**src/dpl_pkg.sv**
```systemverilog
// Shared constants, register map and carrier types for the parallel DAC write controller.
package dpl_pkg;
   // APB register byte offsets.
   localparam logic [7:0] CTRL_OFS = 8'h00;
   localparam logic [7:0] DATA_OFS = 8'h04;
   localparam logic [7:0] STAT_OFS = 8'h08;
   localparam logic [7:0] TIME_OFS = 8'h0C;
   // Control register fields.
   localparam int CTRL_GO_BIT = 0;
   localparam int CTRL_MODE_BIT = 1;
   localparam int CTRL_XFER_BIT = 2;
   localparam int CTRL_ZERO_BIT = 3;
   localparam int CTRL_TIE_BIT = 4;
   localparam int STAT_BUSY_BIT = 0;
   // Data register: 10-bit code in the low bits.
   localparam int CODE_W = 10;
   localparam int WORD_W = 12;
   localparam int NIB_W = 4;
   // Address line pairs {addr_line_one, addr_line_zero} per nibble choice.
   localparam logic [1:0] ADDR_HIGH = 2'h3;
   localparam logic [1:0] ADDR_LOW = 2'h2;
   localparam logic [1:0] ADDR_MID = 2'h1;
   localparam logic [1:0] ADDR_LOWMID = 2'h0;
   // Strobe widths: 45 ns least, at 40 MHz.
   localparam int STROBE_NS = 45;
   localparam int CLK_PERIOD_NS = 25;
   localparam int STROBE_CYC = (STROBE_NS + CLK_PERIOD_NS - 1) / CLK_PERIOD_NS;
   localparam logic [7:0] TIME_RST = 8'(STROBE_CYC);
   localparam logic [31:0] BAD_ADDR_DATA = 32'h0000_0000;
   // Pins toward the converter.
   typedef struct packed {
      logic cs_n;
      logic wr_n;
      logic [1:0] addr;
      logic [7:0] data;
      logic transfer_strobe_n;
      logic latch_zero_n;
   } dpl_pins_s;
   // Phases of one bus cycle toward the converter.
   typedef enum logic [2:0] {ST_IDLE, ST_SETUP, ST_STROBE, ST_HOLD, ST_XFER} dpl_state_e;
endpackage : dpl_pkg

```
**src/dpl_ctrl.sv**
```systemverilog
// Host controller that writes a 10-bit code into a double-buffered parallel DAC over its latch pins.
`timescale 1ns/1ps
module dpl_ctrl (
   input wire logic pclk,
   input wire logic presetn,
   input wire logic psel,
   input wire logic penable,
   input wire logic pwrite,
   input wire logic [7:0] paddr,
   input wire logic [31:0] pwdata,
   output logic [31:0] prdata,
   output logic pready,
   output logic pslverr,
   output dpl_pkg::dpl_pins_s pins
);
   logic go;
   logic [4:0] ctrl;
   logic [9:0] code;
   logic [7:0] width;
   dpl_pkg::dpl_state_e state_q, state_d;
   logic [1:0] step_q;
   logic [7:0] cnt_q;
   logic [11:0] word_q;
   logic nib_mode_q;
   logic tie_load_q;
   logic busy;
   logic cnt_done;
   logic last_step;
   logic [1:0] addr_sel;
   logic [7:0] data_sel;
   dpl_pkg::dpl_pins_s pins_q;

   dpl_regs u_regs (
      .pclk(pclk),
      .presetn(presetn),
      .psel(psel),
      .penable(penable),
      .pwrite(pwrite),
      .paddr(paddr),
      .pwdata(pwdata),
      .prdata(prdata),
      .pready(pready),
      .pslverr(pslverr),
      .busy(busy),
      .go(go),
      .ctrl(ctrl),
      .code(code),
      .width(width)
   );

   // Nibble picker shared by all three write steps.
   function automatic logic [3:0] nib(input logic [11:0] w, input int idx);
      nib = w[idx*dpl_pkg::NIB_W +: dpl_pkg::NIB_W];
   endfunction : nib

   // Step order: nibble mode is low, mid, high; byte mode is low+mid then high.
   assign busy = (state_q != dpl_pkg::ST_IDLE);
   assign cnt_done = (cnt_q <= 8'h01);
   assign last_step = nib_mode_q ? (step_q == 2'h2) : (step_q == 2'h1);
   // Address lines chosen per step.
   assign addr_sel = last_step ? dpl_pkg::ADDR_HIGH :
                     !nib_mode_q ? dpl_pkg::ADDR_LOWMID :
                     (step_q == 2'h0) ? dpl_pkg::ADDR_LOW : dpl_pkg::ADDR_MID;
   // Shared bus: nibble mode repeats one nibble on both halves.
   assign data_sel = last_step ? {nib(word_q, 2), nib(word_q, 2)} :
                     !nib_mode_q ? {nib(word_q, 1), nib(word_q, 0)} :
                     (step_q == 2'h0) ? {nib(word_q, 0), nib(word_q, 0)} : {nib(word_q, 1), nib(word_q, 1)};

   // Sequencer next state.
   always_comb begin
      state_d = state_q;
      unique case (state_q)
         dpl_pkg::ST_IDLE: if (go) state_d = dpl_pkg::ST_SETUP;
         dpl_pkg::ST_SETUP: if (cnt_done) state_d = dpl_pkg::ST_STROBE;
         dpl_pkg::ST_STROBE: if (cnt_done) state_d = dpl_pkg::ST_HOLD;
         dpl_pkg::ST_HOLD: begin
            if (cnt_done) state_d = !last_step ? dpl_pkg::ST_SETUP :
                                    tie_load_q ? dpl_pkg::ST_IDLE : dpl_pkg::ST_XFER;
         end
         dpl_pkg::ST_XFER: if (cnt_done) state_d = dpl_pkg::ST_IDLE;
      endcase
   end

   // State, step and width counter; each phase lasts width cycles, at least 45 ns.
   always_ff @(posedge pclk or negedge presetn) begin
      if (!presetn) begin
         state_q <= dpl_pkg::ST_IDLE;
         step_q <= 2'h0;
         cnt_q <= dpl_pkg::TIME_RST;
      end else begin
         state_q <= state_d;
         cnt_q <= (state_d != state_q) ? width : cnt_q - 8'h01;
         if (state_q == dpl_pkg::ST_IDLE) step_q <= 2'h0;
         else if (state_q == dpl_pkg::ST_HOLD && cnt_done) step_q <= step_q + 2'h1;
      end
   end

   // Word capture at go; sub-LSBs are forced to zero.
   // Mode and tie come from the write that raises go, because the control
   // register still shows its old value in that cycle.
   always_ff @(posedge pclk or negedge presetn) begin
      if (!presetn) begin
         word_q <= 12'h000;
         nib_mode_q <= 1'b0;
         tie_load_q <= 1'b0;
      end else if (go) begin
         word_q <= {code, 2'b00};
         nib_mode_q <= pwdata[dpl_pkg::CTRL_MODE_BIT];
         tie_load_q <= pwdata[dpl_pkg::CTRL_TIE_BIT];
      end
   end

   // Pin register: select frames the strobe with setup and hold so the
   // transparent latch closes on stable data.
   // Load held low makes the final high-nibble write update at once.
   // Clear is driven straight from software, never gated by select.
   always_ff @(posedge pclk or negedge presetn) begin
      if (!presetn) begin
         pins_q <= '{cs_n: 1'b1, wr_n: 1'b1, addr: 2'h0, data: 8'h00,
                     transfer_strobe_n: 1'b1, latch_zero_n: 1'b0};
      end else begin
         pins_q.cs_n <= !(state_d inside {dpl_pkg::ST_SETUP, dpl_pkg::ST_STROBE, dpl_pkg::ST_HOLD});
         pins_q.wr_n <= (state_d != dpl_pkg::ST_STROBE);
         if (state_d == dpl_pkg::ST_SETUP) pins_q.addr <= addr_sel;
         if (state_d == dpl_pkg::ST_SETUP) pins_q.data <= data_sel;
         // The separate strobe needs no select.
         // A tied sequence keeps the strobe low to its end even if software drops the bit.
         pins_q.transfer_strobe_n <= !((state_d == dpl_pkg::ST_XFER) || (tie_load_q && busy) ||
                                       ctrl[dpl_pkg::CTRL_TIE_BIT] || ctrl[dpl_pkg::CTRL_XFER_BIT]);
         // Held low out of reset, matching the device's power-on zero.
         pins_q.latch_zero_n <= !ctrl[dpl_pkg::CTRL_ZERO_BIT];
      end
   end
   assign pins = pins_q;

   // Write strobe only ever falls inside a chip-select frame.
   AST_WR_IN_CS: assert property (@(posedge pclk) disable iff (!presetn) !pins.wr_n |-> !pins.cs_n)
      else $error("write strobe low outside chip select");
   // Strobe low width is the programmed width, at least two cycles by default.
   AST_WR_WIDTH: assert property (@(posedge pclk) disable iff (!presetn)
      $fell(pins.wr_n) |-> !pins.wr_n [*2])
      else $error("write strobe shorter than 45 ns");
   // Address and data never move while the strobe is low.
   AST_STABLE: assert property (@(posedge pclk) disable iff (!presetn)
      !pins.wr_n && !$past(pins.wr_n) |-> $stable(pins.addr) && $stable(pins.data))
      else $error("bus changed under write strobe");
   // Sub-LSBs are zero whenever the low nibble is written.
   AST_SUBLSB: assert property (@(posedge pclk) disable iff (!presetn)
      !pins.wr_n && !pins.addr[0] |-> pins.data[1:0] == 2'b00)
      else $error("sub-LSB bits not zero");
   // High nibble write carries bits six to nine.
   AST_HIGH: assert property (@(posedge pclk) disable iff (!presetn)
      !pins.wr_n && pins.addr == dpl_pkg::ADDR_HIGH |-> pins.data[3:0] == word_q[11:8])
      else $error("high nibble data wrong");
   // Byte write carries low and middle nibbles together.
   AST_BYTE: assert property (@(posedge pclk) disable iff (!presetn)
      !pins.wr_n && pins.addr == dpl_pkg::ADDR_LOWMID |-> pins.data == word_q[7:0])
      else $error("byte write data wrong");
   // Middle nibble write carries bits two to five.
   AST_MID: assert property (@(posedge pclk) disable iff (!presetn)
      !pins.wr_n && pins.addr == dpl_pkg::ADDR_MID |-> pins.data[3:0] == word_q[7:4])
      else $error("middle nibble data wrong");
   // Clear follows the control bit one cycle later.
   AST_ZERO: assert property (@(posedge pclk) disable iff (!presetn)
      1'b1 |=> pins.latch_zero_n == !$past(ctrl[dpl_pkg::CTRL_ZERO_BIT]))
      else $error("clear pin does not follow control");
endmodule : dpl_ctrl

```
**src/dpl_regs.sv**
```systemverilog
// APB register file for the parallel DAC write controller.
`timescale 1ns/1ps
module dpl_regs (
   input wire logic pclk,
   input wire logic presetn,
   input wire logic psel,
   input wire logic penable,
   input wire logic pwrite,
   input wire logic [7:0] paddr,
   input wire logic [31:0] pwdata,
   output logic [31:0] prdata,
   output logic pready,
   output logic pslverr,
   input wire logic busy,
   output logic go,
   output logic [4:0] ctrl,
   output logic [9:0] code,
   output logic [7:0] width
);
   logic [4:0] ctrl_q;
   logic [9:0] code_q;
   logic [7:0] width_q;
   logic [31:0] rdata_d;
   logic wr_ok;
   logic bad;
   // Decode; every access answers in its first access cycle.
   assign wr_ok = psel & penable & pwrite;
   assign bad = (paddr != dpl_pkg::CTRL_OFS) && (paddr != dpl_pkg::DATA_OFS) &&
                (paddr != dpl_pkg::STAT_OFS) && (paddr != dpl_pkg::TIME_OFS);
   assign pready = 1'b1;
   assign pslverr = psel & penable & bad;
   assign go = wr_ok & (paddr == dpl_pkg::CTRL_OFS) & pwdata[dpl_pkg::CTRL_GO_BIT] & ~busy;
   assign ctrl = ctrl_q;
   assign code = code_q;
   assign width = width_q;
   assign rdata_d = (paddr == dpl_pkg::CTRL_OFS) ? {27'h0, ctrl_q} :
                    (paddr == dpl_pkg::DATA_OFS) ? {22'h0, code_q} :
                    (paddr == dpl_pkg::STAT_OFS) ? {31'h0, busy} :
                    (paddr == dpl_pkg::TIME_OFS) ? {24'h0, width_q} : dpl_pkg::BAD_ADDR_DATA;
   // Writes take effect only at the completing edge; go is self-clearing.
   // A width below the 45 ns floor is raised to it, so no strobe can come out too short.
   always_ff @(posedge pclk or negedge presetn) begin
      if (!presetn) begin
         ctrl_q <= 5'h00;
         code_q <= 10'h000;
         width_q <= dpl_pkg::TIME_RST;
         prdata <= 32'h0000_0000;
      end else begin
         if (wr_ok && paddr == dpl_pkg::CTRL_OFS) ctrl_q <= {pwdata[4:1], 1'b0};
         if (wr_ok && paddr == dpl_pkg::DATA_OFS && !busy) code_q <= pwdata[9:0];
         if (wr_ok && paddr == dpl_pkg::TIME_OFS) begin
            width_q <= (pwdata[7:0] < dpl_pkg::TIME_RST) ? dpl_pkg::TIME_RST : pwdata[7:0];
         end
         if (psel && !penable && !pwrite) prdata <= rdata_d;
      end
   end
   // A go while busy is dropped; status shows busy from the cycle after go.
   AST_GO_BUSY: assert property (@(posedge pclk) disable iff (!presetn) go |=> busy)
      else $error("busy did not rise after go");
endmodule : dpl_regs
```
**config.mk**
```make
export PLATFORM = sky130hd
export DESIGN_NAME = dpl_ctrl
export DESIGN_NICKNAME = d
export VERILOG_FILES = /design/src/dpl_pkg.sv /design/src/dpl_ctrl.sv /design/src/dpl_regs.sv
export SDC_FILE = /design/constraint.sdc
export NUM_CORES = 1
export LEC_CHECK = 0
export ABC_AREA = 1
export BUFFER_PORTS_ARGS = -buffer_cell sky130_fd_sc_hd__buf_2
export CORE_ASPECT_RATIO = 0.6
export CORE_MARGIN = 2
export CORE_UTILIZATION = 54
export DETAILED_ROUTE_END_ITERATION = 10
export GPL_TIMING_DRIVEN = 1
export PLACE_DENSITY = 0.8
export SLEW_MARGIN = 15
export SYNTH_ARGS = -nofsm -noshare
export SYNTH_HDL_FRONTEND = slang
export SYNTH_HIERARCHICAL = 1
export SYNTH_SLANG_ARGS = --single-unit
export TNS_END_PERCENT = 100
```
**constraint.sdc**
```tcl
create_clock -name pclk -period 2.6 [get_ports pclk]
set_clock_uncertainty 0.1 [all_clocks]
set_input_delay 0.26 -clock pclk [delete_from_list [all_inputs] [get_ports pclk]]
set_output_delay 0.26 -clock pclk [all_outputs]
set_load 0.01 [all_outputs]
```
# ---- Word level (Yosys, flattened, before mapping)
# Index checks and enable logic that the tools add are counted.
# Widths: inputs -> output; s select.
dict set report totals {
  register_bits 93
  latch_bits 0
  ramBits 0
  romBits 0
  input_bits 45
  output_inout_bits 48
  word_cells 95
  memories 0
}
dict set report classes {
  n_addsub 2
  mul 0
  div 0
  order_cmp 2
  n_eq_ne 18
  n_shift 0
  mux 23
  bitwise 7
  n_reduce_logical 27
}
# cell count
set ops {}
lappend ops {{$mux 32} 3}
lappend ops {{$mux 8} 6}
lappend ops {{$mux 3} 7}
lappend ops {{$eq 8x4->1 const B} 2}
lappend ops {{$ne 8x4->1 const B} 2}
lappend ops {{$pmux 3 s5} 1}
lappend ops {{$eq 3x2->1 const B} 4}
lappend ops {{$logic_and 1x1->1} 11}
lappend ops {{$mux 2} 5}
lappend ops {{$eq 8x3->1 const B} 1}
lappend ops {{$le 8x1->1 const B} 1}
lappend ops {{$logic_not 8->1} 1}
lappend ops {{$lt 8x2->1 const B} 1}
lappend ops {{$ne 8x3->1 const B} 1}
lappend ops {{$reduce_bool 8->1} 1}
lappend ops {{$sub 8x1->8 const B} 1}
lappend ops {{$and 1x1->1} 6}
lappend ops {{$eq 3x1->1 const B} 2}
lappend ops {{$eq 3x3->1 const B} 2}
lappend ops {{$logic_not 1->1} 6}
lappend ops {{$reduce_bool 3->1} 2}
lappend ops {{$logic_not 3->1} 1}
lappend ops {{$logic_or 1x1->1} 3}
lappend ops {{$ne 3x2->1 const B} 1}
lappend ops {{8 further kinds} 8}

# ---- Longest topological paths before layout
dict set report logic_depth {
  word_depth 12
  ltp_mapped 14
  ltp_nobuf 13
}

# ---- Cells and area by module
# The synthesis kept the hierarchy.
# module instances cells_per_inst area_per_inst_um2 seq_area_each_um2
set modules_own_cells {}
lappend modules_own_cells {dpl_ctrl 1 256 2069.5 980.9}
lappend modules_own_cells {dpl_regs 1 223 1835.5 802.0}

# ---- Worst setup path after synthesis
# OpenSTA, ideal clock, no wires.
dict set report synth_path {
  path_kind {register -> register}
  start {register state_q[0]}
  end {register pins_q (netlist bit pins[10])}
  setup_time_ns 0.117
  t_arrival_ns 2.039
  required_time_ns 2.383
  setup_slack_ns 0.344
  path_stages_with_launch 15
  path_buffers 2
  period_less_slack_ns 2.256
  path_cell_list {dfrtp_1 > buf_4 > nor2_4 > inv_1 > nor2_1 > inv_1 > nor4_1 > clkbuf_1 > nor2_1 > nand2_1 > nand2_2 > a31oi_4 > nand2_2 > nand2_1 > nand2_1}
}
dict set report synth_between {
  elab_chain_cells 6
  word_cells_on_any_way 15
  cone_classes {5 x eq/ne; 6 x mux; 2 x bitwise; 2 x reduce/logical}
}
# element line
set synth_rtl {}
lappend synth_rtl {{from (decl)} dpl_ctrl.sv:20} ;# dpl_pkg::dpl_state_e state_q, state_d;
lappend synth_rtl {{from (signal assigned)} dpl_ctrl.sv:87} ;# state_q <= dpl_pkg::ST_IDLE;
lappend synth_rtl {{from (signal assigned)} dpl_ctrl.sv:91} ;# state_q <= state_d;
lappend synth_rtl {{$reduce_bool 3->1} dpl_ctrl.sv:57} ;# assign busy = (state_q != dpl_pkg::ST_IDLE);
lappend synth_rtl {{via busy} dpl_ctrl.sv:26} ;# logic busy;
lappend synth_rtl {{$not 1->1} dpl_regs.sv:32} ;# assign go = wr_ok & (paddr == dpl_pkg::CTRL_OFS) & pwdata[dpl_pkg::CTRL_GO_BIT] & ~busy;
lappend synth_rtl {{$and 1x1->1} dpl_regs.sv:32}
lappend synth_rtl {{via go} dpl_ctrl.sv:16} ;# logic go;
lappend synth_rtl {{$mux 3} dpl_ctrl.sv:73} ;# dpl_pkg::ST_IDLE: if (go) state_d = dpl_pkg::ST_SETUP;
lappend synth_rtl {{$pmux 3 s5} dpl_ctrl.sv:72} ;# unique case (state_q)
lappend synth_rtl {{$eq 3x1->1} dpl_ctrl.sv:124} ;# if (state_d == dpl_pkg::ST_SETUP) pins_q.addr <= addr_sel;
lappend synth_rtl {{to (signal assigned)} dpl_ctrl.sv:119} ;# pins_q <= '{cs_n: 1'b1, wr_n: 1'b1, addr: 2'h0, data: 8'h00,
lappend synth_rtl {{to (decl)} dpl_ctrl.sv:31} ;# dpl_pkg::dpl_pins_s pins_q;
# The timed path passes the listed nets, and every way through them passes these cells.
# A chain may end at the register's enable or synchronous reset.

# ---- Worst setup path after layout
dict set report layout_path {
  start {register state_q[1]}
  end {register pins_q (netlist bit pins[2])}
}
dict set report layout_between {
  elab_chain_cells 6
  word_cells_on_any_way 15
  cone_classes {5 x eq/ne; 6 x mux; 2 x bitwise; 2 x reduce/logical}
}
# element line
set layout_rtl {}
lappend layout_rtl {{$reduce_bool 3->1} dpl_ctrl.sv:57}
lappend layout_rtl {{via busy} dpl_ctrl.sv:26}
lappend layout_rtl {{$not 1->1} dpl_regs.sv:32}
lappend layout_rtl {{$and 1x1->1} dpl_regs.sv:32}
lappend layout_rtl {{via go} dpl_ctrl.sv:16}
lappend layout_rtl {{$mux 3} dpl_ctrl.sv:73}
lappend layout_rtl {{$pmux 3 s5} dpl_ctrl.sv:72}
lappend layout_rtl {{via state_d[1]} dpl_ctrl.sv:20}
lappend layout_rtl {{$eq 3x1->1} dpl_ctrl.sv:125} ;# if (state_d == dpl_pkg::ST_SETUP) pins_q.data <= data_sel;
# The timed path passes the listed nets, and every way through them passes these cells.

==> metrics <==
Final Max Slew Viols=0; Fmax=424.9 MHz; final worst path period share=0.9053; first-pass GRT wire length=14,400 um; RSZ-0062 raised after global routing=false; clk root buf=clkbuf_16; drt drc=0; vias per cell=roughly 5.3; Final Net Count=approximately 580; # fillers=roughly 540; Critical Path Fanout Max=10; Routed wire per std cell=around 14 um; worst slack, placed=between 0.15 and 0.2 ns; Synth Cell Area=roughly 4000 um^2; cts bufs inserted=9; TritonCTS sink count=between 70 and 80; Final Hold Viols=0; CTS tree=done; Max IR drop VDD=0.3843 mV; Core Region=roughly 6800 um^2; DRT iter0 DRCs=230; Area Overhead vs Synth=15.15%; number of diodes=0; initial antenna violation count=0; largest net degree at the start of global routing=46; Skew-Pair Late Insertion Delay=around 0.33 ns; DP Area=4156 um^2; DRT Pass-1 Iters=5; DP Wirelength=between 6000 and 7000 um; final non-filler cell total=between 600 and 700; capturing element type of the critical path=flop; P_leak=2.372 nW; Clock Tree Buf Depth=2; post-route setup slack=around 0.25 ns; share of layout cells above drive strength 1=0.2439; Slew @ Worst Pin=a little over 0.7 ns; I/O pin count=between 90 and 100; setup TNS=0 ns; type of the worst setup path=reg2reg; GRT Util Overall=0.2327; Die Y=69.81 um; P per Cell Area=roughly 560 nW/um^2; area of the multi-input gates=approximately 1700 um^2; via count=~3,300; gp weighted congestion=between 0.8 and 0.9; max_slew headroom=0.5267; design area=around 4500 um^2; clock-pin slew on the worst setup and hold paths=approximately 0.050 ns; CP arrival=about 2.5 ns; Cells after Synth=between 400 and 500; Max Cap Violations=0; grt total ovfl=0; Starting Density=0.5715; startpoint class of the critical path=flop; HP Class=in2reg; placed cell count=between 600 and 700; synth warn=6; number of port buffers=47; status=complete, no violations; Reg area=approximately 1800 um^2; die area=7935 um^2; WL final=8709 um; Final setup viols=0; H-tree lvl count=3; Die X=between 100 and 150 um; post-layout minimum cycle time=between 2 and 2.5 ns; Rows=23; Mapped Avg Cell Area=just over 8 um^2; vias in the first global route=around 3,000; remaining antenna violation count=0; CP Data Required Time=around 2.7 ns
-- cell type report --
cell class	count	share of cell area
multi-input cells	339	0.3895
clock buffers	11	0.05408
inverters	56	0.04851
clock inverters	4	0.01561
flip-flops and latches	71	0.3973
well taps	87	0.02425
repair buffers	56	0.07081
-- final timing paths --
check / from / endpoint / slack [ns] / cells after the start
max: state_q[1]$_DFF_PN0_ / pins[2]$_DFFE_PN0N_ / 0.25 / 12
max in group asynchronous: presetn / u_regs/width[1]$_DFFE_PN1P_ / 1.25 / 3
max reg2reg: state_q[1]$_DFF_PN0_ / pins[2]$_DFFE_PN0N_ / 0.25 / 12
min: pwdata[9] / u_regs/code[9]$_DFFE_PN0P_ / 0.07 / 3
min reg2reg: u_regs/ctrl[3]$_DFFE_PN0P_ / pins[0]$_DFF_PN0_ / 0.37 / 1
min in group asynchronous: presetn / cnt_q[3]$_DFF_PN0_ / 0.42 / 2
-- repair_timing --
item / CTS / global route
hold buffers: 1 / 0
hold endpoints to repair: 22 / 0
buffers inserted: 0 / 0
resized for setup: 0 / 1
endpoints found under the setup margin: 0 / 16
-- sequential cells by signal, indices dropped and copies added, names as in the netlist --
| signal | cells |
|---|---|
| pins | 14 |
| cnt_q | 8 |
| nib_mode_q | 1 |
| u_regs/width | 8 |
| u_regs/ctrl | 4 |
| word_q | 10 |
| u_regs/prdata | 10 |
| step_q | 2 |
| u_regs/code | 10 |
| tie_load_q | 1 |
| state_q | 3 |
-- per-layer routing --
layer,GRT usage,part of all wire,up-vias
met2,0.3360,0.43,142
met1,0.3439,0.49,1542
met4,0.05420,0.0055,0
met5,0,0,-
met3,0.07080,0.077,6
li1,-,-,1597
-- metrics by stage --
step | total power, mW | util | hold slack (ns)
after global routing | 2.602 | 0.6580 | 0.07599
final | 2.523 | 0.6580 | 0.06802
after global placement | 1.238 | 0.6094 | 0.2233
after detailed placement | 1.239 | 0.6094 | 0.2421
after floorplan | 1.207 | - | -0.1356
after CTS | 2.542 | 0.6568 | 0.06248
-- report_power, final --
| group | switching [mW] | total [mW] | internal, mW | leakage [nW] |
|---|---|---|---|---|
| sequential | 0.00333 | 1.11 | 1.11 | 0.881 |
| clock | 0.444 | 1.30 | 0.857 | 0.155 |
| combinational | 0.0812 | 0.109 | 0.0280 | 1.34 |
| total | 0.529 | 2.52 | 1.99 | 2.37 |
-- worst max-delay path: stages (launching register included) --
cell and delay [ns]:
dfrtp_1 0.45, nor2_4 0.14, inv_1 0.05, nor2_1 0.15
inv_1 0.12, nor4_4 0.39, nor2_1 0.12, nand2_1 0.10
nand3_2 0.11, nor2_1 0.19, nand2_2 0.17, nand2_1 0.10
nand2_1 0.06
-- cell usage in the layout (no fill, tap or decap), drive strengths merged, types with 2 or more instances in the layout --
master    n
a21oi     7
buf      55
bufinv    2
clkbuf   11
clkinv    3
conb     23
dfrtp    66
dfstp     5
ha        3
inv      55
mux2      2
nand2   145
nand3    49
nand4     3
nor2     31
nor3      4
o21ai    58
o31ai     3
xor2      6
No activity file was read; power rests on OpenSTA's default activity.
